==> src/hw/cld_consts.svh <==
// Constants for the lock detector: window sizes, cycle counts, thresholds.
// Assumes inclusion by bare name from the lock detector sources.
`ifndef CLD_CONSTS_SVH
`define CLD_CONSTS_SVH

// Clock rate of the recovered oscillator domain, in kHz
`define CLD_CLK_KHZ          250000
// Thresholds in ppm: assert above upper, release within lower
`define CLD_UPPER_PPM        1000
`define CLD_LOWER_PPM        250
// Frequency error scale: one million ppm
`define CLD_PPM_SCALE        1000000
// Oscillator cycles per data-marker event at nominal rate
`define CLD_DATA_CYC_PER_EVT 40
// Oscillator cycles per prescaled reference event, before ratio shift
`define CLD_REF_CYC_PER_EVT  16
// Events per measurement window
`define CLD_WIN_EVENTS       2048
// Largest divide-ratio exponent (ratio of 256)
`define CLD_RATIO_MAX        4'h8
// Field widths
`define CLD_RANGE_W          2
`define CLD_RATIO_W          4
`define CLD_CNT_W            40

`endif

==> src/hw/cld_pkg.sv <==
// Types for the lock detector.
// Assumes no other package; the header holds the numbers.
package cld_pkg;

    // Lock state, one-hot
    typedef enum logic [1:0] {
        CLD_ACQUIRE = 2'b01,
        CLD_TRACK   = 2'b10
    } cld_state_t;

endpackage

==> src/hw/cld_lock_detector.sv <==
// Lock detector and acquisition control for a clock and data recovery
// receiver. Assumes clk is the divided recovered oscillator, the control
// bits come from a register block on clk, and the event pins are async.
//
// Summary of operation
// RULE1 - Error above upper threshold asserts loss, acquires
// RULE2 - Loss stays until error within lower threshold
// RULE3 - On lock, frequency loop off, phase loops on
// RULE4 - Normal mode locks to data, no reference
// RULE5 - Reference aiding only when lock-to-reference is one
// RULE6 - Host programs range and ratio with reference mode
// RULE7 - Reference mode compares against divided reference
// RULE8 - Reference mode relocks against reference after loss
// RULE9 - Sticky loss flag set on any loss
// RULE10 - One-then-zero on clear bit drops sticky flag
// RULE11 - Pin mode one mirrors sticky flag on pin
// RULE12 - Pin mode zero: pin shows live acquisition
// RULE13 - Sticky reads zero waiting, one once latched
// RULE14 - One-then-zero reset restarts acquisition, keeps settings
// RULE15 - Sequenced actions fire on fall to zero
`timescale 1ns/1ns
`default_nettype none
`include "cld_consts.svh"

module cld_lock_detector #(
    parameter int WIN_EVENTS       = `CLD_WIN_EVENTS,
    parameter int DATA_CYC_PER_EVT = `CLD_DATA_CYC_PER_EVT,
    parameter int REF_CYC_PER_EVT  = `CLD_REF_CYC_PER_EVT
) (
    // Clock and reset
    input  wire logic                    clk,
    input  wire logic                    reset_n,
    // Asynchronous frequency markers
    input  wire logic                    dataMarker,
    input  wire logic                    reference_clock_input,
    // Control bits, same clock
    input  wire logic                    lockToRef,
    input  wire logic [`CLD_RANGE_W-1:0] refRange,
    input  wire logic [`CLD_RATIO_W-1:0] divRatio,
    input  wire logic                    pinStaticMode,
    input  wire logic                    clearStatic,
    input  wire logic                    systemReset,
    // Status and loop steering
    output logic                         loss_of_lock,
    output logic                         lolStatus,
    output logic                         staticLol,
    output logic                         fllEnable,
    output logic                         phaseLoopEnable
);

    localparam int CW = `CLD_CNT_W;

    cld_pkg::cld_state_t state_r;
    logic [1:0]    dataSync_r;
    logic [1:0]    refSync_r;
    logic          dataLast_r;
    logic          refLast_r;
    logic [7:0]    prescale_r;
    logic          clearLast_r;
    logic          resetLast_r;
    logic          modeLast_r;
    logic [CW-1:0] evtCnt_r;
    logic [CW-1:0] cycCnt_r;
    logic          resDone_r;
    logic          resOver_r;
    logic          resWithin_r;
    logic          staticLol_r;
    logic          lossOfLock_r;
    logic          fllEnable_r;
    logic          phaseEnable_r;
    logic          dataEvt;
    logic          refEdge;
    logic          refEvt;
    logic          measEvt;
    logic          clearFall;
    logic          resetFall;
    logic          restart;
    logic          lolRise;
    logic [7:0]    prescaleTop;
    logic [CW-1:0] expected;
    logic [CW-1:0] errAbs;
    logic          winEnd;

    // Limits the ratio exponent to the largest documented divide of 256
    function automatic logic [3:0] clampRatio(input logic [3:0] r);
        clampRatio = (r > `CLD_RATIO_MAX) ? `CLD_RATIO_MAX : r;
    endfunction

    // Marker pins cross in through two flops before any edge detection
    always_ff @(posedge clk or negedge reset_n) begin
        if (!reset_n) begin
            dataSync_r <= 2'h0;
            refSync_r  <= 2'h0;
            dataLast_r <= 1'b0;
            refLast_r  <= 1'b0;
        end else begin
            dataSync_r <= {dataSync_r[0], dataMarker};
            refSync_r  <= {refSync_r[0], reference_clock_input};
            dataLast_r <= dataSync_r[1];
            refLast_r  <= refSync_r[1];
        end
    end

    assign dataEvt = dataSync_r[1] & ~dataLast_r;
    assign refEdge = refSync_r[1] & ~refLast_r;

    // Reference prescaler refers the input band down by 2^range
    assign prescaleTop = 8'((8'h1 << refRange) - 8'h1);
    assign refEvt      = refEdge && (prescale_r >= prescaleTop);

    always_ff @(posedge clk or negedge reset_n) begin
        if (!reset_n) begin
            prescale_r <= 8'h0;
        end else if (refEdge) begin
            prescale_r <= refEvt ? 8'h0 : prescale_r + 8'h1;
        end
    end

    // Reference edges steer the measurement only in reference mode
    assign measEvt = lockToRef ? refEvt : dataEvt; // RULE5 RULE4 RULE7

    // Expected oscillator cycles per window for the selected source
    always_comb begin
        if (lockToRef) begin
            expected = CW'(WIN_EVENTS) *
                (CW'(REF_CYC_PER_EVT) << clampRatio(divRatio)); // RULE7
        end else begin
            expected = CW'(WIN_EVENTS) * CW'(DATA_CYC_PER_EVT); // RULE4
        end
    end

    // Software strobes act on the one-to-zero step only
    always_ff @(posedge clk or negedge reset_n) begin
        if (!reset_n) begin
            clearLast_r <= 1'b0;
            resetLast_r <= 1'b0;
            modeLast_r  <= 1'b0;
        end else begin
            clearLast_r <= clearStatic;
            resetLast_r <= systemReset;
            modeLast_r  <= lockToRef;
        end
    end

    assign clearFall = clearLast_r & ~clearStatic; // RULE15
    assign resetFall = resetLast_r & ~systemReset; // RULE15 RULE14
    // A source change would mix two frequencies in one window
    assign restart   = resetFall | (modeLast_r != lockToRef);

    // Window ends on the last event, or on timeout when markers stop
    assign winEnd = (measEvt && evtCnt_r == CW'(WIN_EVENTS - 1)) ||
                    (cycCnt_r >= (expected << 1));
    assign errAbs = (cycCnt_r > expected) ? cycCnt_r - expected
                                          : expected - cycCnt_r;

    // Counts oscillator cycles across a fixed number of marker events
    always_ff @(posedge clk or negedge reset_n) begin
        if (!reset_n) begin
            evtCnt_r <= '0;
            cycCnt_r <= '0;
        end else if (restart) begin
            evtCnt_r <= '0;
            cycCnt_r <= '0;
        end else if (winEnd) begin
            // Start at one: this edge already belongs to the next span
            evtCnt_r <= '0;
            cycCnt_r <= CW'(1);
        end else begin
            cycCnt_r <= cycCnt_r + CW'(1);
            if (measEvt) begin
                evtCnt_r <= evtCnt_r + CW'(1);
            end
        end
    end

    // Window verdicts, scaled so no division is needed
    always_ff @(posedge clk or negedge reset_n) begin
        if (!reset_n) begin
            resDone_r   <= 1'b0;
            resOver_r   <= 1'b0;
            resWithin_r <= 1'b0;
        end else begin
            resDone_r   <= winEnd && !restart;
            resOver_r   <= errAbs * CW'(`CLD_PPM_SCALE / `CLD_UPPER_PPM)
                           > expected; // RULE1 RULE8
            resWithin_r <= errAbs * CW'(`CLD_PPM_SCALE / `CLD_LOWER_PPM)
                           <= expected; // RULE2 RULE7
        end
    end

    // Hysteresis between acquire and track; restart holds off lock, a system reset fall forces acquisition
    always_ff @(posedge clk or negedge reset_n) begin
        if (!reset_n) begin
            state_r <= cld_pkg::CLD_ACQUIRE;
        end else begin
            case (state_r)
                cld_pkg::CLD_ACQUIRE: begin
                    if (!restart && resDone_r && resWithin_r) begin
                        state_r <= cld_pkg::CLD_TRACK; // RULE2 RULE7
                    end
                end
                cld_pkg::CLD_TRACK: begin
                    if (resetFall || (resDone_r && resOver_r)) begin
                        state_r <= cld_pkg::CLD_ACQUIRE; // RULE1 RULE8 RULE14
                    end
                end
                default: state_r <= cld_pkg::CLD_ACQUIRE;
            endcase
        end
    end

    assign lolRise = (state_r == cld_pkg::CLD_TRACK) &&
                     (resetFall || (resDone_r && resOver_r));

    // Sticky flag: a new loss in the clearing cycle wins over the clear
    always_ff @(posedge clk or negedge reset_n) begin
        if (!reset_n) begin
            staticLol_r <= 1'b0;
        end else if (lolRise) begin
            staticLol_r <= 1'b1; // RULE9
        end else if (clearFall) begin
            staticLol_r <= 1'b0; // RULE10 RULE13
        end
    end

    // Pin and loop steering follow state one cycle later; in pin mode one the pin follows the sticky flag
    always_ff @(posedge clk or negedge reset_n) begin
        if (!reset_n) begin
            lossOfLock_r  <= 1'b1;
            fllEnable_r   <= 1'b1;
            phaseEnable_r <= 1'b0;
        end else begin
            lossOfLock_r  <= pinStaticMode ? staticLol_r // RULE11
                           : (state_r == cld_pkg::CLD_ACQUIRE); // RULE12
            fllEnable_r   <= (state_r == cld_pkg::CLD_ACQUIRE); // RULE3
            phaseEnable_r <= (state_r == cld_pkg::CLD_TRACK); // RULE3
        end
    end

    assign loss_of_lock    = lossOfLock_r;
    assign lolStatus       = fllEnable_r;
    assign staticLol       = staticLol_r;
    assign fllEnable       = fllEnable_r;
    assign phaseLoopEnable = phaseEnable_r;

    property p_lossOnOver;
        @(posedge clk) disable iff (!reset_n)
        (state_r == cld_pkg::CLD_TRACK && resDone_r && resOver_r)
            |=> (state_r == cld_pkg::CLD_ACQUIRE) ##1 fllEnable_r;
    endproperty
    a_lossOnOver: assert property (p_lossOnOver) // RULE1
        else $error("over-threshold error did not start acquisition");

    property p_holdInBand;
        @(posedge clk) disable iff (!reset_n)
        (state_r == cld_pkg::CLD_ACQUIRE && !(resDone_r && resWithin_r))
            |=> (state_r == cld_pkg::CLD_ACQUIRE);
    endproperty
    a_holdInBand: assert property (p_holdInBand) // RULE2
        else $error("loss released without in-band window");

    property p_loopHandover;
        @(posedge clk) disable iff (!reset_n)
        $rose(state_r == cld_pkg::CLD_TRACK)
            |=> !fllEnable_r && phaseEnable_r && !lolStatus;
    endproperty
    a_loopHandover: assert property (p_loopHandover) // RULE3
        else $error("frequency loop not handed over on lock");

    property p_lockInBand;
        @(posedge clk) disable iff (!reset_n)
        (state_r == cld_pkg::CLD_ACQUIRE && resDone_r && resWithin_r &&
         !restart) |=> (state_r == cld_pkg::CLD_TRACK);
    endproperty
    a_lockInBand: assert property (p_lockInBand) // RULE7
        else $error("in-band window did not release loss");

    property p_stickySet;
        @(posedge clk) disable iff (!reset_n)
        lolRise |=> staticLol_r ##1 (staticLol_r || $past(clearFall));
    endproperty
    a_stickySet: assert property (p_stickySet) // RULE9
        else $error("sticky flag missed a loss");

    property p_stickyClear;
        @(posedge clk) disable iff (!reset_n)
        (clearFall && !lolRise) |=> !staticLol_r;
    endproperty
    a_stickyClear: assert property (p_stickyClear) // RULE10
        else $error("sticky flag not cleared");

    property p_stickyHold;
        @(posedge clk) disable iff (!reset_n)
        (staticLol_r && !clearFall) |=> staticLol_r;
    endproperty
    a_stickyHold: assert property (p_stickyHold) // RULE13
        else $error("sticky flag dropped without clear");

    property p_clearWhileHigh;
        @(posedge clk) disable iff (!reset_n)
        (staticLol_r && clearStatic) |=> staticLol_r;
    endproperty
    a_clearWhileHigh: assert property (p_clearWhileHigh) // RULE15
        else $error("clear acted while bit still high");

    property p_pinStatic;
        @(posedge clk) disable iff (!reset_n)
        pinStaticMode |=> (loss_of_lock == $past(staticLol_r));
    endproperty
    a_pinStatic: assert property (p_pinStatic) // RULE11
        else $error("pin does not mirror sticky flag");

    property p_pinLive;
        @(posedge clk) disable iff (!reset_n)
        !pinStaticMode |=>
            (loss_of_lock == $past(state_r == cld_pkg::CLD_ACQUIRE));
    endproperty
    a_pinLive: assert property (p_pinLive) // RULE12
        else $error("pin does not follow live acquisition");

    property p_sysRestart;
        @(posedge clk) disable iff (!reset_n)
        resetFall |=> (state_r == cld_pkg::CLD_ACQUIRE) && (cycCnt_r == '0);
    endproperty
    a_sysRestart: assert property (p_sysRestart) // RULE14
        else $error("system reset did not restart acquisition");

endmodule // cld_lock_detector

`default_nettype wire

==> config.mk <==
export PLATFORM = sky130hd
export DESIGN_NAME = cld_lock_detector
export DESIGN_NICKNAME = d
export VERILOG_FILES = /design/src/hw/cld_pkg.sv /design/src/hw/cld_lock_detector.sv
export VERILOG_INCLUDE_DIRS = /design/src /design/src/hw
export SDC_FILE = /design/constraint.sdc
export NUM_CORES = 1
export LEC_CHECK = 0
export ABC_AREA = 1
export BUFFER_PORTS_ARGS = -buffer_cell sky130_fd_sc_hd__buf_2
export CAP_MARGIN = 15
export CELL_PAD_IN_SITES_DETAIL_PLACEMENT = 0
export CELL_PAD_IN_SITES_GLOBAL_PLACEMENT = 1
export CORE_MARGIN = 2
export CORE_UTILIZATION = 47
export CTS_BUF_LIST = sky130_fd_sc_hd__clkbuf_4 sky130_fd_sc_hd__clkbuf_8 sky130_fd_sc_hd__clkbuf_16
export CTS_CLUSTER_SIZE = 25
export DETAILED_ROUTE_END_ITERATION = 10
export HOLD_SLACK_MARGIN = 0.05
export PLACE_DENSITY = 0.86
export SLEW_MARGIN = 0
export SYNTH_ARGS = -nofsm -noshare
export SYNTH_HDL_FRONTEND = slang
export SYNTH_SLANG_ARGS = --single-unit
==> constraint.sdc <==
create_clock -name clk -period 9.7 [get_ports clk]
set_clock_uncertainty 0.15 [all_clocks]
set_input_delay 1.455 -clock clk [delete_from_list [all_inputs] [get_ports clk]]
set_output_delay 1.455 -clock clk [all_outputs]
set_load 0.02 [all_outputs]
Word-level counts from Yosys, hierarchy flattened --
Index checks and enable logic that the tools add are counted.
Word-level totals: register bits 106, bits of input ports 14, word-level logic and storage cells 78
Cells by class: add/subtract/negate cells 6, $mul 2, $lt $le $gt $ge 6, equal/unequal tests 6, shift operators 2, multiplexer cells 16, bitwise operators 9, reductions and logical operators 13
Operators with widths (number):
- $mux W40 | 7
- $add A40 B1 Y40 const B | 2
- $gt A40 B40 Y1 | 2
- $sub A40 B40 Y40 | 2
- $eq A40 B11 Y1 const B | 1
- $ge A40 B40 Y1 | 1
- $le A40 B40 Y1 | 1
- $mul A40 B7 Y35 const B | 1
- $mul A40 B7 Y37 const B | 1
- $shl A5 B4 Y29 const A | 1
- $add A8 B1 Y8 const B | 1
- $ge A8 B8 Y1 | 1
- $mux W8 | 1
- $shl A1 B2 Y8 const A | 1
- $sub A8 B1 Y8 const B | 1
- $logic_and A1 B1 Y1 | 7
- $and A1 B1 Y1 | 4
- $gt A4 B4 Y1 const B | 1
- $mux W1 | 4
- $mux W2 | 2
- $mux W4 | 1
- $ne A2 B2 Y1 const B | 2
- $not A1 Y1 | 4
- $pmux W2 S2 | 1
- 9 further kinds | 10

Longest topological paths before layout --
depth in word-level cells 9, depth in mapped cells 54, depth with buffers taken out 53

Least setup slack after synthesis --
OpenSTA, ideal clock, no wires.
path kind input port to flip-flop, start input lockToRef, end register resOver_r, arrival time 9.397 ns, path slack 0.023 ns, stages on the path 45, cells stage by stage clkinv_1 > nor4_1 > inv_1 > ha_1 > a21oi_1 > nand2_1 > a31oi_1 > o211ai_1 > o21ai_2 > buf_2 > buf_2 > nand2_1 > o21ai_0 > inv_1 > fa_1 > fa_1 > inv_1 > fa_1 > [... 9 more ...] > nand2_1 > nand2_1 > a21oi_1 > inv_1 > a21oi_1 > o21a_1 > o21ai_0 > xor2_1 > inv_1 > ha_1 > nor4b_1 > nand4_1 > nor3_1 > nand2_1 > nor2_1 > nand3_1 > nand2_1 > nand4_1
Between the ends: cells in the longest elaborated chain, start to end 5, elaborated cells on any way between the ends 7, those cells by class add/sub (2); mul (1); order compare (2); mux (2)
Ends and longest elaborated chain:
- start, declared | line cld_lock_detector.sv:37 | input wire logic lockToRef,
- $mux W40 (*) | line cld_lock_detector.sv:124 | if (lockToRef) begin
- $sub A40 B40 Y40 (tied with other cells) | line cld_lock_detector.sv:154 | : expected - cycCnt_r;
- $mux W40 | line cld_lock_detector.sv:153 | assign errAbs = (cycCnt_r > expected) ? cycCnt_r - expected
- $mul A40 B7 Y37 | line cld_lock_detector.sv:184 | resOver_r <= errAbs * CW'(`CLD_PPM_SCALE / `CLD_UPPER_PPM)
- $gt A40 B40 Y1 (*) | line cld_lock_detector.sv:184
- end signal, assigned | line cld_lock_detector.sv:184
- end, declared | line cld_lock_detector.sv:65 | logic resOver_r;
Every way passes the cells marked *; elsewhere a longest branch is shown, timed or not. A chain may end at the register's enable or synchronous reset.

Worst setup path in the final report --
start input divRatio[3], end register resOver_r
Between the ends: cells in the longest elaborated chain, start to end 8, elaborated cells on any way between the ends 10, those cells by class add/sub (2); mul (1); order compare (3); shift (1); mux (3)
Ends and longest elaborated chain:
- start, declared | line cld_lock_detector.sv:39 | input wire logic [`CLD_RATIO_W-1:0] divRatio,
- $gt A4 B4 Y1 (no source line)
- $mux W4 (*) | line cld_lock_detector.sv:86 | clampRatio = (r > `CLD_RATIO_MAX) ? `CLD_RATIO_MAX : r;
- $shl A5 B4 Y29 (*) | line cld_lock_detector.sv:126 | (CW'(REF_CYC_PER_EVT) << clampRatio(divRatio));
- $mux W40 (*) | line cld_lock_detector.sv:124
- $sub A40 B40 Y40 (tied with other cells) | line cld_lock_detector.sv:154
- $mux W40 | line cld_lock_detector.sv:153
- $mul A40 B7 Y37 | line cld_lock_detector.sv:184
- $gt A40 B40 Y1 (*) | line cld_lock_detector.sv:184
Marks and branches as above.

==> metrics.md <==
| Metric | Value |
|---|---|
| Clk_lat worst skew | `360 ps` |
| Measured slew at the worst slew-check pin | `approximately 850 ps` |
| Core Rows | `62` |
| Netlist Area Pre-Place | `13800 µm²` |
| Worst r2r src | `cycCnt_r[27]$_DFF_PN0_` |
| Final wirelength | `approximately 34 mm` |
| Post-route antenna net violation count | `0` |
| R2R Path End | `resOver_r$_DFF_PN0_` |
| Die area | `approximately 30000 µm²` |
| Final #Nets | `2257` |
| CTS Buf Count | `9` |
| Drt drc | `0` |
| Initial Util | `0.479` |
| Avg Inst Size Synth | `7.66 µm²` |
| Post-CTS Hold Fix Bufs | `0` |
| Post-synth EDFFs | `0` |
| Hold violation total from the final report | `0` |
| Largest net degree at the start of global routing | `slightly below 70` |
| Detailed Route Iter0 Violations | `678` |
| Synth Flop Type | `dfrtp_1` |
| Placeable core region | `~29000 µm²` |
| Area post-placement | `15200 µm²` |
| Final period util | `0.952` |
| IR drop worst, VDD | `about 0.00032 V` |
| Antenna cells | `0` |
| DR vias/cell | `roughly 5.1` |
| Final hold slack | `201 ps` |
| Outcome | `completed` |
| Total power | `about 4000 µW` |
| Hold Path Class | `flop to flop` |
| Synth unique cells | `61` |
| Fmax | `roughly 0.11 GHz` |
| Final instance area | `between 15000 and 20000 µm²` |
| Slew Viols, Final | `0` |
| Register clock-pin slew on the reported worst setup and hold paths | `80 ps` |
| CP endpoint kind | `flop` |
| H-tree depth | `3` |
| DR vias | `roughly 12000` |
| IO buf count | `18` |
| Number of synthesized register bits | `~110` |
| TritonCTS clock tree | `yes` |
| Avg WL per Cell | `about 14 µm` |
| First-pass GRT wire length | `about 57 mm` |
| Slew headroom | `0.431` |
| Max Root-Sink Buffers | `2` |
| Most used cell, CP | `nand2_1` |
| Root Buffer | `clkbuf_16` |
| Crit. Startpoint | `divRatio[3]` |
| GR Overflow Total | `0` |
| Initial antenna violation count | `0` |
| CP required | `roughly 9800 ps` |
| RSZ-0062 raised after global routing | `true` |
| P_leak | `approximately 0.0080 µW` |
| Startpoint Class | `input port` |
| Vias in the first global route | `~12000` |
| Worst path max stage delay | `between 500 and 600 ps` |
| Hold path depth | `0` |
| GRT Total Usage | `0.227` |
| CP max stage cell | `fa_1` |
| Worst Hold Path EP | `dataSync_r[1]$_DFF_PN0_` |
| Die Wd | `approximately 180 µm` |
| Routability Congestion | `about 0.94` |
| Post-detail-place hpwl | `28.4 mm` |
| Yosys warns | `0` |
| MaxCap Viol Count | `0` |
| # clock sinks | `106` |
| Max FO, Critical Path | `7` |
| DRT Pass-1 Iters | `5` |
| Layout Cells excl Fill | `2357` |
| Share of cells above drive strength 1 | `0.136` |
| Critical hold path startpoint | `dataSync_r[0]$_DFF_PN0_` |
| Synth async-reset ratio | `1.00` |
| Worst R2R Path Depth | `just over 40` |
| Arrival time worst endpoint | `between 9000 and 10000 ps` |
| Inst Count DP | `2321` |
| Pwr Density | `between 200 and 300 nW/µm²` |
| Post-layout util | `0.554` |
| # IOs | `19` |
| Die Ht | `between 150 and 200 µm` |
| Synth-to-Final Area Change | `15.7%` |
| R2R setup slack | `~1400 ps` |
| Seq/Total Area, Yosys | `0.192` |
| Critical path class | `input port to flop` |
| Post-Syn Instances | `around 1800` |
| Min cycle time layout | `9230 ps` |
| Final setup viols | `0` |
-- layer usage --
layer | routed length (µm) | track usage | vias up
met5 | 0 | 0 | -
met4 | 616 | 0.0482 | 0
met3 | 1130 | 0.0273 | 44
met2 | 16400 | 0.388 | 174
met1 | 15500 | 0.310 | 5708
li1 | - | - | 6059
-- report_power, final --
group          switching, µW  internal [µW]  total, µW
clock network            181            189        370
registers               11.6            455        466
logic                   1820           1370       3190
-- cells in the mapped netlist (8+ instances only) --
master,number,share of area
nand2_1,262,0.071
inv_2,9,0.0024
dfrtp_1,103,0.19
o21ai_0,82,0.030
ha_1,161,0.15
inv_1,379,0.10
xor2_1,75,0.048
nor4_1,11,0.0050
nand3_1,47,0.017
nand4_1,28,0.013
a211oi_1,8,0.0043
nor3_1,49,0.018
nand2_2,8,0.0036
nor3b_1,9,0.0049
xnor2_1,14,0.0089
fa_1,114,0.17
a21o_1,8,0.0043
o21a_1,9,0.0049
nor2_1,181,0.049
a21oi_1,134,0.049
clkbuf_1,11,0.0030
a31oi_1,9,0.0041
-- kinds of logic after synthesis --
group                      Yosys count  synth area share
and+or+nand+nor                    628             0.206
buffers and inverters              407             0.112
AOI/OAI and AO/OA                  296             0.122
adders and majority gates          275             0.311
DFF                                106             0.192
xor gates and xnor gates            89            0.0564
other                                2          0.000543
muxes                                1          0.000724
-- stage by stage --
stage | setup slack [ps] | setup TNS, ps
2_1_floorplan | 22.9 | 0
3_3_place_gp | -65.9 | -65.9
3_5_place_dp | -212 | -285
4_1_cts | 115 | 0
5_1_grt | -138 | -204
6_report | 468 | 0
-- critical path: cells and delay by family --
kind | cells | cell delay [ps]
adders and majority gates | 7 | 2670
AOI/OAI and AO/OA | 11 | 1860
and+or+nand+nor | 18 | 1750
buffers and inverters | 10 | 1000
xor gates and xnor gates | 3 | 580
-- worst max-delay path by stage --
stage	endpoint
after floorplan	resOver_r$_DFF_PN0_
after global placement	resOver_r$_DFF_PN0_
after detailed placement	resOver_r$_DFF_PN0_
after CTS	resOver_r$_DFF_PN0_
after global routing	resOver_r$_DFF_PN0_
final	resOver_r$_DFF_PN0_
-- cell type report --
cell class              instances  area [µm²]
clock inverters                 6        67.6
fillers                      2764       12900
multi-input cells            1331       10100
repair buffers                131         983
well taps                     384         480
flip-flops and latches        106        2660
inverters                     389        1460
clock buffers                  10         239
-- what timing repair did --
action | CTS | global route
setup buffers | 0 | 19
setup endpoints to repair | 0 | 2
gates resized for setup | 0 | 84
-- state kept, by name (all words and copies together) (netlist names) --
signal / flops
phaseLoopEnable: 1
staticLol: 1
refLast_r: 1
refSync_r: 2
dataSync_r: 2
fllEnable: 1
cycCnt_r: 40
resDone_r: 1
modeLast_r: 1
resetLast_r: 1
loss_of_lock: 1
clearLast_r: 1
evtCnt_r: 40
resOver_r: 1
prescale_r: 8
resWithin_r: 1
state_r: 2
dataLast_r: 1
-- layout by cell type, fill, tap and decap left out, types with 5 or more instances in the layout --
| cell type | instances |
|---|---|
| nor3_1 | 44 |
| o211ai_1 | 6 |
| inv_1 | 371 |
| xor2_2 | 9 |
| buf_4 | 111 |
| a21o_1 | 8 |
| o21ai_1 | 10 |
| nand4_1 | 28 |
| nor3_2 | 8 |
| nor3_4 | 6 |
| a31oi_1 | 8 |
| dfrtp_1 | 103 |
| o21ai_0 | 74 |
| conb_1 | 42 |
| o221ai_1 | 5 |
| a21oi_1 | 122 |
| inv_2 | 17 |
| a211oi_1 | 7 |
| or2_2 | 5 |
| nand3_1 | 47 |
| xnor2_1 | 14 |
| nand2_1 | 249 |
| nor2_1 | 173 |
| nor3b_1 | 9 |
| nand2_2 | 21 |
| fa_1 | 114 |
| buf_2 | 17 |
| nand3b_1 | 5 |
| ha_4 | 6 |
| nor4_1 | 10 |
| a21oi_2 | 12 |
| nor2_2 | 12 |
| xor2_1 | 66 |
| o21a_1 | 9 |
| ha_1 | 152 |
| clkbuf_16 | 10 |
Note: power is estimated with default switching activity, not from simulation.
